## src/hdl/crf_pkg.sv

```systemverilog
// Shared constants and types for the register and addressing block
package crf_pkg;
  // Clock and timer tick periods
  localparam int CLK_PERIOD_NS = 50;
  localparam int FAST_TICK_NS = 10000;
  localparam int SLOW_TICK_NS = 100000;
  localparam int FAST_DIV = FAST_TICK_NS / CLK_PERIOD_NS;
  localparam int SLOW_DIV = SLOW_TICK_NS / CLK_PERIOD_NS;
  // I/O addresses and commands
  localparam logic [15:0] CFG_IO_ADDR = 16'h8410;
  localparam logic [15:0] CMD_START_FAST = 16'h4008;
  localparam logic [15:0] CMD_HALT_FAST = 16'h4009;
  localparam logic [15:0] CMD_LOAD_FAST = 16'h400a;
  localparam logic [15:0] CMD_READ_FAST = 16'hc00a;
  localparam logic [15:0] CMD_START_SLOW = 16'h400c;
  localparam logic [15:0] CMD_HALT_SLOW = 16'h400d;
  localparam logic [15:0] CMD_LOAD_SLOW = 16'h400e;
  localparam logic [15:0] CMD_READ_SLOW = 16'hc00e;
  localparam logic [15:0] CMD_SET_MASK = 16'h2000;
  localparam logic [15:0] CMD_CLR_PEND = 16'h2001;
  localparam logic [15:0] CMD_RST_PEND = 16'h2004;
  localparam logic [15:0] CMD_SET_PEND = 16'h2005;
  localparam logic [15:0] CMD_READ_MASK = 16'ha000;
  localparam logic [15:0] CMD_READ_PEND = 16'ha004;
  localparam logic [15:0] CMD_READ_FAULT = 16'ha00f;
  localparam logic [15:0] CMD_WRITE_SW = 16'h200e;
  localparam logic [15:0] CMD_READ_SW = 16'ha00e;
  // Bit positions, numbered with 0 as the most significant bit
  localparam int FT_PRIV_POS = 10;
  localparam int FT_ADDR_STATE_POS = 11;
  localparam int PIR_POWER_POS = 0;
  localparam int PIR_FAST_POS = 7;
  localparam int PIR_SLOW_POS = 9;
  // Configuration bit positions on the low bus lines
  localparam int CFG_MMU_POS = 0;
  localparam int CFG_BPU_POS = 1;
  localparam int CFG_CONSOLE_POS = 2;
  localparam int CFG_COPROC_POS = 3;
  localparam int CFG_IRQ_EDGE_POS = 4;
  // Reset values
  localparam logic [15:0] WORD_RESET = 16'h0000;
  localparam logic [4:0] CFG_RESET = 5'h00;

  typedef struct packed {
    logic carry;
    logic positive;
    logic zero;
    logic negative;
    logic [3:0] spare;
    logic [3:0] access_key;
    logic [3:0] page_group_select;
  } crf_sw_t;

  typedef struct packed {
    logic [23:0] mantissa;
    logic [7:0] exponent;
  } crf_float_t;

  typedef enum logic [3:0] {
    AM_REG = 4'h0,
    AM_DIRECT = 4'h1,
    AM_DIRECT_INDEXED = 4'h2,
    AM_INDIRECT = 4'h3,
    AM_INDIRECT_PREINDEXED = 4'h4,
    AM_IMMEDIATE = 4'h5,
    AM_IMMEDIATE_INDEXED = 4'h6,
    AM_SHORT_POSITIVE = 4'h7,
    AM_SHORT_NEGATIVE = 4'h8,
    AM_COUNTER_RELATIVE = 4'h9,
    AM_BASE_RELATIVE = 4'ha,
    AM_BASE_INDEXED = 4'hb,
    AM_SPECIAL = 4'hc
  } crf_mode_t;

  typedef struct packed {
    crf_mode_t mode;
    logic [3:0] reg_sel;
    logic [1:0] base_sel;
    logic [15:0] word2;
    logic [7:0] disp;
    logic [3:0] short_val;
  } crf_ag_req_t;
endpackage : crf_pkg

```

## src/hdl/crf_core.sv

```systemverilog
// Architectural registers, configuration load, timers and address unit
`timescale 1ns/10ps
module crf_core
  import crf_pkg::*;
#(
  parameter int FAST_DIVIDE = FAST_DIV,
  parameter int SLOW_DIVIDE = SLOW_DIV
) (
  input wire logic sys_clk_i,
  input wire logic srst_i,
  input wire logic io_req_i,
  input wire logic [15:0] io_cmd_i,
  input wire logic [15:0] io_wdata_i,
  output logic io_done_o,
  output logic io_fault_o,
  output logic [15:0] io_rdata_o,
  input wire logic priv_instr_i,
  output logic priv_exec_o,
  input wire logic bpt_i,
  input wire logic coproc_op_i,
  output logic coproc_exec_o,
  input wire logic resume_i,
  output logic console_mode_o,
  output logic cfg_rd_o,
  output logic [15:0] cfg_addr_o,
  input wire logic cfg_ack_i,
  input wire logic [4:0] bus_low_five_lines_i,
  output logic [4:0] system_configuration_o,
  output logic init_page_regs_o,
  output logic clear_protect_o,
  input wire logic [6:0] ext_irq_i,
  output logic [15:0] pending_interrupt_bits_o,
  output logic [15:0] interrupt_enable_mask_o,
  output logic [15:0] fault_flags_o,
  output logic [15:0] processor_status_word_o,
  input wire logic flags_we_i,
  input wire logic [3:0] flags_i,
  input wire logic gpr_we_i,
  input wire logic [3:0] gpr_waddr_i,
  input wire logic [15:0] gpr_wdata_i,
  input wire logic [3:0] fp_reg_i,
  output crf_float_t fp_single_o,
  output logic [39:0] fp_ext_mantissa_o,
  input wire logic ag_req_i,
  input wire crf_ag_req_t ag_i,
  input wire logic [15:0] instruction_counter_i,
  output logic ag_valid_o,
  output logic ag_indirect_o,
  output logic [15:0] ag_result_o
);
  typedef enum logic [1:0] {
    CF_IDLE = 2'b00,
    CF_READ = 2'b01,
    CF_INIT = 2'b10
  } crf_cfg_state_t;

  // Map a most-significant-first bit number to a vector index
  function automatic int msb_pos(input int n);
    msb_pos = 15 - n;
  endfunction : msb_pos

  // Index register read, register 0 means no indexing
  function automatic logic [15:0] index_of(input logic [3:0] sel,
                                           input logic [15:0] val);
    index_of = (sel == 4'h0) ? WORD_RESET : val;
  endfunction : index_of

  logic [15:0] general_purpose_set [16];
  logic [15:0] pending_interrupt_bits;
  logic [15:0] interrupt_enable_mask;
  logic [15:0] fault_flags;
  crf_sw_t processor_status_word;
  logic [4:0] system_configuration;
  crf_cfg_state_t cfg_state;
  logic cfg_pending;
  logic io_ok;
  logic io_priv_fail;
  logic as_fault;
  crf_sw_t next_sw;
  logic [15:0] fast_count;
  logic [15:0] slow_count;
  logic fast_wrap;
  logic slow_wrap;
  logic [6:0] sync1;
  logic [6:0] sync2;
  logic [6:0] sync3;
  logic [6:0] irq_lvl;
  logic [6:0] irq_lvl_d;
  logic [6:0] irq_hit;
  logic [15:0] irq_set;
  logic [15:0] fault_set;
  logic [15:0] rx_val;
  logic [15:0] base_val;
  logic [15:0] next_ag;

  // Privilege check shared by I/O commands and other privileged work
  assign io_ok = (processor_status_word.access_key == 4'h0);
  assign io_priv_fail = io_req_i && !io_ok;
  assign priv_exec_o = priv_instr_i && io_ok;
  assign coproc_exec_o = coproc_op_i &&
    system_configuration[CFG_COPROC_POS];
  assign system_configuration_o = system_configuration;
  assign pending_interrupt_bits_o = pending_interrupt_bits;
  assign interrupt_enable_mask_o = interrupt_enable_mask;
  assign fault_flags_o = fault_flags;
  assign processor_status_word_o = processor_status_word;
  assign cfg_rd_o = (cfg_state == CF_READ);
  assign cfg_addr_o = CFG_IO_ADDR;

  // Configuration read sequence, started by reset and by breakpoint
  always_ff @(posedge sys_clk_i) begin
    if (srst_i) begin
      cfg_state <= CF_IDLE;
      cfg_pending <= 1'b1;
      system_configuration <= CFG_RESET;
      init_page_regs_o <= 1'b0;
      clear_protect_o <= 1'b0;
    end else begin
      init_page_regs_o <= 1'b0;
      clear_protect_o <= 1'b0;
      if (bpt_i) begin
        cfg_pending <= 1'b1;
      end
      case (cfg_state)
        CF_IDLE: begin
          if (cfg_pending || bpt_i) begin
            cfg_state <= CF_READ;
          end
        end
        CF_READ: begin
          // Only this path and reset write the configuration; software cannot
          if (cfg_ack_i) begin
            system_configuration <= bus_low_five_lines_i;
            cfg_state <= CF_INIT;
            if (!bpt_i) begin
              cfg_pending <= 1'b0;
            end
          end
        end
        CF_INIT: begin
          // Start-up initialisation after every load, reset-time or breakpoint
          cfg_state <= CF_IDLE;
          init_page_regs_o <= system_configuration[CFG_MMU_POS];
          clear_protect_o <= system_configuration[CFG_BPU_POS];
        end
        default: begin
          cfg_state <= CF_IDLE;
        end
      endcase
    end
  end

  // Console mode entered on breakpoint when a console is fitted
  always_ff @(posedge sys_clk_i) begin
    if (srst_i) begin
      console_mode_o <= 1'b0;
    end else if (bpt_i && system_configuration[CFG_CONSOLE_POS]) begin
      console_mode_o <= 1'b1;
    end else if (resume_i) begin
      console_mode_o <= 1'b0;
    end
  end

  // Two interval timers; console mode freezes both
  crf_interval_timer #(
    .DIV(FAST_DIVIDE)
  ) u_fast (
    .sys_clk_i(sys_clk_i),
    .srst_i(srst_i),
    .load_i(io_req_i && io_ok && io_cmd_i == CMD_LOAD_FAST),
    .load_val_i(io_wdata_i),
    .start_i(io_req_i && io_ok && io_cmd_i == CMD_START_FAST),
    .halt_i(io_req_i && io_ok && io_cmd_i == CMD_HALT_FAST),
    .freeze_i(console_mode_o),
    .count_o(fast_count),
    .wrap_o(fast_wrap),
    .running_o()
  );

  crf_interval_timer #(
    .DIV(SLOW_DIVIDE)
  ) u_slow (
    .sys_clk_i(sys_clk_i),
    .srst_i(srst_i),
    .load_i(io_req_i && io_ok && io_cmd_i == CMD_LOAD_SLOW),
    .load_val_i(io_wdata_i),
    .start_i(io_req_i && io_ok && io_cmd_i == CMD_START_SLOW),
    .halt_i(io_req_i && io_ok && io_cmd_i == CMD_HALT_SLOW),
    .freeze_i(console_mode_o),
    .count_o(slow_count),
    .wrap_o(slow_wrap),
    .running_o()
  );

  // Three-stage pin synchroniser; only the last two feed the filter
  always_ff @(posedge sys_clk_i) begin
    if (srst_i) begin
      sync1 <= 7'h00;
      sync2 <= 7'h00;
      sync3 <= 7'h00;
      irq_lvl <= 7'h00;
      irq_lvl_d <= 7'h00;
    end else begin
      sync1 <= ext_irq_i;
      sync2 <= sync1;
      sync3 <= sync2;
      for (int i = 0; i < 7; i++) begin
        if (sync2[i] == sync3[i]) begin
          irq_lvl[i] <= sync3[i];
        end
      end
      irq_lvl_d <= irq_lvl;
    end
  end

  // Edge or sampled level, chosen by the interrupt mode bit
  assign irq_hit = system_configuration[CFG_IRQ_EDGE_POS] ?
    (irq_lvl & ~irq_lvl_d) : irq_lvl;

  // Pin 0 power down, pins 1-6 user 0 to 5
  always_comb begin
    irq_set = WORD_RESET;
    irq_set[msb_pos(PIR_POWER_POS)] = irq_hit[0];
    irq_set[msb_pos(2)] = irq_hit[1];
    irq_set[msb_pos(8)] = irq_hit[2];
    irq_set[msb_pos(10)] = irq_hit[3];
    irq_set[msb_pos(11)] = irq_hit[4];
    irq_set[msb_pos(13)] = irq_hit[5];
    irq_set[msb_pos(15)] = irq_hit[6];
    irq_set[msb_pos(PIR_FAST_POS)] = fast_wrap;
    irq_set[msb_pos(PIR_SLOW_POS)] = slow_wrap;
  end

  // Pending register: hardware sets win over software clears
  always_ff @(posedge sys_clk_i) begin
    if (srst_i) begin
      pending_interrupt_bits <= WORD_RESET;
    end else begin
      if (io_req_i && io_ok && io_cmd_i == CMD_CLR_PEND) begin
        pending_interrupt_bits <= irq_set;
      end else if (io_req_i && io_ok && io_cmd_i == CMD_RST_PEND) begin
        pending_interrupt_bits <= (pending_interrupt_bits & ~io_wdata_i) |
                                  irq_set;
      end else if (io_req_i && io_ok && io_cmd_i == CMD_SET_PEND) begin
        pending_interrupt_bits <= pending_interrupt_bits | io_wdata_i |
                                  irq_set;
      end else begin
        pending_interrupt_bits <= pending_interrupt_bits | irq_set;
      end
    end
  end

  // Mask register, written by command
  always_ff @(posedge sys_clk_i) begin
    if (srst_i) begin
      interrupt_enable_mask <= WORD_RESET;
    end else if (io_req_i && io_ok && io_cmd_i == CMD_SET_MASK) begin
      interrupt_enable_mask <= io_wdata_i;
    end
  end

  // Address state may only leave zero when memory management exists
  always_comb begin
    next_sw = processor_status_word;
    as_fault = 1'b0;
    if (io_req_i && io_ok && io_cmd_i == CMD_WRITE_SW) begin
      next_sw = crf_sw_t'(io_wdata_i);
      if (!system_configuration[CFG_MMU_POS] &&
          processor_status_word.page_group_select == 4'h0 &&
          next_sw.page_group_select != 4'h0) begin
        next_sw.page_group_select = 4'h0;
        as_fault = 1'b1;
      end
    end
    if (flags_we_i) begin
      {next_sw.carry, next_sw.positive, next_sw.zero,
       next_sw.negative} = flags_i;
    end
  end

  always_ff @(posedge sys_clk_i) begin
    if (srst_i) begin
      processor_status_word <= crf_sw_t'(WORD_RESET);
    end else begin
      processor_status_word <= next_sw;
    end
  end

  // Fault flags: a new fault survives a read-and-clear in the same cycle
  always_comb begin
    fault_set = WORD_RESET;
    fault_set[msb_pos(FT_PRIV_POS)] = io_priv_fail ||
      (priv_instr_i && !io_ok);
    fault_set[msb_pos(FT_ADDR_STATE_POS)] = as_fault;
  end

  always_ff @(posedge sys_clk_i) begin
    if (srst_i) begin
      fault_flags <= WORD_RESET;
    end else if (io_req_i && io_ok && io_cmd_i == CMD_READ_FAULT) begin
      fault_flags <= fault_set;
    end else begin
      fault_flags <= fault_flags | fault_set;
    end
  end

  // Command completion and read data, one cycle after the request
  always_ff @(posedge sys_clk_i) begin
    if (srst_i) begin
      io_done_o <= 1'b0;
      io_fault_o <= 1'b0;
      io_rdata_o <= WORD_RESET;
    end else begin
      io_done_o <= io_req_i;
      io_fault_o <= io_priv_fail;
      if (io_req_i && io_ok) begin
        case (io_cmd_i)
          CMD_READ_FAST: io_rdata_o <= fast_count;
          CMD_READ_SLOW: io_rdata_o <= slow_count;
          CMD_READ_MASK: io_rdata_o <= interrupt_enable_mask;
          CMD_READ_PEND: io_rdata_o <= pending_interrupt_bits;
          CMD_READ_FAULT: io_rdata_o <= fault_flags;
          CMD_READ_SW: io_rdata_o <= processor_status_word;
          default: io_rdata_o <= WORD_RESET;
        endcase
      end else begin
        io_rdata_o <= WORD_RESET;
      end
    end
  end

  // General registers, not reset
  always_ff @(posedge sys_clk_i) begin
    if (gpr_we_i) begin
      general_purpose_set[gpr_waddr_i] <= gpr_wdata_i;
    end
  end

  // Float view of a register group, word 0 on top
  always_ff @(posedge sys_clk_i) begin
    if (srst_i) begin
      fp_single_o <= '0;
      fp_ext_mantissa_o <= 40'h0000000000;
    end else begin
      fp_single_o <= {general_purpose_set[fp_reg_i],
                      general_purpose_set[fp_reg_i + 4'h1]};
      fp_ext_mantissa_o <= {general_purpose_set[fp_reg_i],
        general_purpose_set[fp_reg_i + 4'h1][15:8],
        general_purpose_set[fp_reg_i + 4'h2]};
    end
  end

  // Operand address or value for each addressing mode
  assign rx_val = index_of(ag_i.reg_sel, general_purpose_set[ag_i.reg_sel]);
  assign base_val = general_purpose_set[{2'b11, ag_i.base_sel}];

  always_comb begin
    next_ag = ag_i.word2;
    case (ag_i.mode)
      AM_REG: next_ag = general_purpose_set[ag_i.reg_sel];
      AM_DIRECT: next_ag = ag_i.word2;
      AM_DIRECT_INDEXED: next_ag = ag_i.word2 + rx_val;
      AM_INDIRECT: next_ag = ag_i.word2;
      AM_INDIRECT_PREINDEXED: next_ag = ag_i.word2 + rx_val;
      AM_IMMEDIATE: next_ag = ag_i.word2;
      AM_IMMEDIATE_INDEXED: next_ag = ag_i.word2 + rx_val;
      AM_SHORT_POSITIVE: next_ag = {12'h000, ag_i.short_val} +
        16'h0001;
      AM_SHORT_NEGATIVE: next_ag = 16'h0000 -
        ({12'h000, ag_i.short_val} + 16'h0001);
      AM_COUNTER_RELATIVE: next_ag = instruction_counter_i - 16'h0001 +
        {{8{ag_i.disp[7]}}, ag_i.disp};
      AM_BASE_RELATIVE: next_ag = base_val +
        {8'h00, ag_i.disp};
      AM_BASE_INDEXED: next_ag = base_val + rx_val;
      AM_SPECIAL: next_ag = ag_i.word2;
      default: next_ag = ag_i.word2;
    endcase
  end

  always_ff @(posedge sys_clk_i) begin
    if (srst_i) begin
      ag_valid_o <= 1'b0;
      ag_indirect_o <= 1'b0;
      ag_result_o <= WORD_RESET;
    end else begin
      ag_valid_o <= ag_req_i;
      ag_indirect_o <= ag_req_i && (ag_i.mode == AM_INDIRECT ||
        ag_i.mode == AM_INDIRECT_PREINDEXED);
      if (ag_req_i) begin
        ag_result_o <= next_ag;
      end
    end
  end
endmodule : crf_core

```

## src/hdl/crf_interval_timer.sv

```systemverilog
// Free-running 16-bit up-counting interval timer with prescaler
`timescale 1ns/10ps
module crf_interval_timer #(
  parameter int DIV = 200
) (
  input wire logic sys_clk_i,
  input wire logic srst_i,
  input wire logic load_i,
  input wire logic [15:0] load_val_i,
  input wire logic start_i,
  input wire logic halt_i,
  input wire logic freeze_i,
  output logic [15:0] count_o,
  output logic wrap_o,
  output logic running_o
);
  localparam int PW = $clog2(DIV);
  logic [PW-1:0] presc;
  logic tick;

  assign tick = (presc == PW'(DIV - 1));

  // Run state: halted after reset until started
  always_ff @(posedge sys_clk_i) begin
    if (srst_i) begin
      running_o <= 1'b0;
    end else if (halt_i) begin
      running_o <= 1'b0;
    end else if (start_i) begin
      running_o <= 1'b1;
    end
  end

  // Prescaler only advances while running and not frozen
  always_ff @(posedge sys_clk_i) begin
    if (srst_i || load_i || !running_o || freeze_i) begin
      presc <= '0;
    end else if (tick) begin
      presc <= '0;
    end else begin
      presc <= presc + PW'(1);
    end
  end

  // Count is not cleared by reset; software loads it first
  always_ff @(posedge sys_clk_i) begin
    if (load_i) begin
      count_o <= load_val_i;
    end else if (running_o && !freeze_i && tick) begin
      count_o <= count_o + 16'h0001;
    end
  end

  // One-cycle pulse on wrap from all ones to zero
  always_ff @(posedge sys_clk_i) begin
    if (srst_i) begin
      wrap_o <= 1'b0;
    end else begin
      wrap_o <= running_o && !freeze_i && tick && !load_i &&
                (count_o == 16'hffff);
    end
  end
endmodule : crf_interval_timer

```

## config.mk

```make
export PLATFORM = sky130hd
export DESIGN_NAME = crf_core
export DESIGN_NICKNAME = d
export VERILOG_FILES = /design/src/hdl/crf_pkg.sv /design/src/hdl/crf_core.sv /design/src/hdl/crf_interval_timer.sv
export SDC_FILE = /design/constraint.sdc
export NUM_CORES = 1
export LEC_CHECK = 0
export BUFFER_PORTS_ARGS = -buffer_cell sky130_fd_sc_hd__buf_4
export CAP_MARGIN = 25
export CORE_MARGIN = 4
export CORE_UTILIZATION = 51
export CTS_BUF_LIST = sky130_fd_sc_hd__clkbuf_4 sky130_fd_sc_hd__clkbuf_8
export DETAILED_ROUTE_END_ITERATION = 6
export PLACE_DENSITY = 0.71
export SLEW_MARGIN = 20
export SYNTH_ARGS = -nofsm -noshare
export SYNTH_HDL_FRONTEND = slang
export SYNTH_SLANG_ARGS = --single-unit
```

## constraint.sdc

```tcl
create_clock -name sys_clk_i -period 7 [get_ports sys_clk_i]
set_clock_uncertainty 0.2 [all_clocks]
set_input_delay 0 -clock sys_clk_i [delete_from_list [all_inputs] [get_ports sys_clk_i]]
set_output_delay 0 -clock sys_clk_i [all_outputs]
set_load 0.005 [all_outputs]
```

==> impl_results.md <==
* DRC viols at 0
* Mapped Avg Cell Area at 12.9 um^2
* Initial core utilization at 0.516
* Async SR Flop Fraction at 0
* GRT Resource Usage Total at 0.305
* Final setup violating endpoints at 0
* WL/cell at 26.7 um
* HP Class: primary input to register
* Leak at 12.8 nW
* First-pass GRT wire length at 139000 um
* Post-synthesis register bit count at 491
* Mapped Cells at 2216
* H-tree levels at 3
* Post-DRT Antenna Nets at 0
* Crit Path Class: register to register
* Fin. max-slew vios at 0
* Cell Area, Synth at 0.0285 mm^2
* Post-place instance area at 0.0312 mm^2
* Root Buffer: clkbuf_8
* Worst vdd ir at 0.158 mV
* Height of the chip at 244 um
* Chip width at 244 um
* Layout Utilization at 0.636
* R2r setup slk at 2.51 ns
* Starting DRT DRC Count at 2762
* Hold_ws at 0.0233 ns
* Leading cell types in the layout, fill and taps excluded: 337 x buf_4, 316 x mux4_2, 288 x edfxtp_1
* Post-synthesis cell type count at 74
* GPL Wtd Cong at 0.945
* Initial antenna violation count at 6
* Via count at 22.6k
* Most common cell after layout, fill and taps aside: buf_4
* Die ar. at 0.0597 mm^2
* Clock tree buffer depth at 3
* Final Critical Period at 4.49 ns
* CP arrival at 4.84 ns
* Critical-path maximum fanout at 14
* Net count reported at finish at 2886
* Cells resized by post-CTS repair at 0
* Clock transition at the registers of the reported paths at 0.06 ns
* Actual slew at the worst max-slew pin at 1.13 ns
* Worst setup SP type: register
* Outcome: complete, no violations
* Fmax achieved at 223 MHz
* Pwr Density at 206 mW/mm^2
* Post-synth top flop: edfxtp_1
* Largest net degree at the start of global routing at 87
* Post-synthesis sequential area ratio at 0.446
* Hold Fails Final Rpt at 0
* DP HPWL at 60500 um
* Share of cells above drive strength 1 at 0.317
* Cell area after layout at 0.0351 mm^2
* Vias in the first global route at 22.4k
* Headroom to the max-slew limit at 0.245
* WP data required at 7.35 ns
* Final non-filler cell total at 3509
* Fin crit share at 0.641
* GR Overflow Total at 0
* CP endpoint kind: register
* Hold-fix buffers, CTS at 211
* CTS tree: yes
* Dpl ws at 2.64 ns
* Post-synth EDFFs at 288
* Final worst setup slack at 2.51 ns
* Vias per std cell at 6.43
* CTS Sinks at 491
* Total power at 7.23 mW
* Setup TNS at 0 ns
* CORE AREA at 0.0552 mm^2
* First drt pass iteration count at 6
* # rows at 86
* CTS Buf Count at 83
* Area Overhead vs Synth at 23.2%
* Setup bufs post-CTS at 0
* Fill count at 4083
* Ys Warns at 0
* Inst Count DP at 3137
* WL final at 93600 um
* Port buffer count at 305
* # IOs at 336
* RSZ-0062 raised after global routing: no
* Max-capacitance violation count at 0
* Worst-Skew Late Latency at 0.69 ns
==> critical path, cell delays in order (launching register included) <==
cell,delay (ns)
dfxtp_1,0.37
nor4_4,0.64
nand4_1,0.37
dlygate4sd3_1,0.70
nor2_1,0.16
dlygate4sd3_1,0.60
nand3_1,0.13
nand2b_1,0.49
a211oi_1,0.10
dlygate4sd3_1,0.59
==> cell type report <==
class	instances	area, um^2	area share
inverters	72	270	0.00770
flip-flops and latches	491	12700	0.362
diodes	6	15.0	0.000428
clock inverters	31	213	0.00606
well taps	748	936	0.0266
multi-input cells	1487	14700	0.420
clock buffers	122	1530	0.0435
repair buffers	552	4710	0.134
==> routing by layer <==
metal,part of all wire,track usage
met1,0.37,0.401
met2,0.46,0.479
met3,0.13,0.0927
met4,0.042,0.123
met5,0,0
==> sequential cells by signal, summed over array words and instances, names as in the netlist, 9 cells and up, named ones only <==
| name | cells |
|---|---|
| u_fast.count_o | 16 |
| general_purpose_set | 256 |
| io_rdata_o | 16 |
| processor_status_word_o | 16 |
| fp_single_o | 32 |
| u_slow.count_o | 16 |
| ag_result_o | 16 |
| fp_ext_mantissa_o | 16 |
| u_slow.presc | 11 |
| pending_interrupt_bits_o | 9 |
| interrupt_enable_mask_o | 16 |
==> power by group <==
group          internal, mW  switching [mW]  total [mW]
combinational         0.654           0.676        1.33
clock                  1.48            1.22        2.70
sequential             3.13          0.0599        3.19
==> cell families after synthesis <==
family,share of synthesized area
XOR/XNOR,0.0249
AND/OR/NAND/NOR,0.0963
adder cells (fa/ha/maj),0.0280
AO/OA/AOI/OAI,0.0846
buffers and inverters,0.0456
multiplexers,0.274
other,0.000263
flip-flops,0.446
==> final timing paths <==
kind | cells past startpoint | end | from
max | 9 | register | processor_status_word_o[4]
min | 4 | processor_status_word_o[0] | io_wdata_i[0]
max reg2reg | 9 | register | processor_status_word_o[4]
min reg2reg | 1 | sync2[0] | sync1[0]
==> cell usage after synthesis (all sizes together) (22+ instances only) <==
master	count	area [um^2]
edfxtp	288	8650
o21ai	64	320
xnor2	46	403
xor2	35	307
mux2	36	405
inv	70	263
ha	59	738
dfxtp	203	4060
a22oi	33	248
nor2b	100	626
mux2i	30	300
nor2	138	518
mux4	316	7120
nor3	22	110
nand2	142	533
buf	114	728
clkbuf	80	300
a211oi	58	435
nand3	46	230
a21oi	145	726
(Power assumes the default switching activity.)
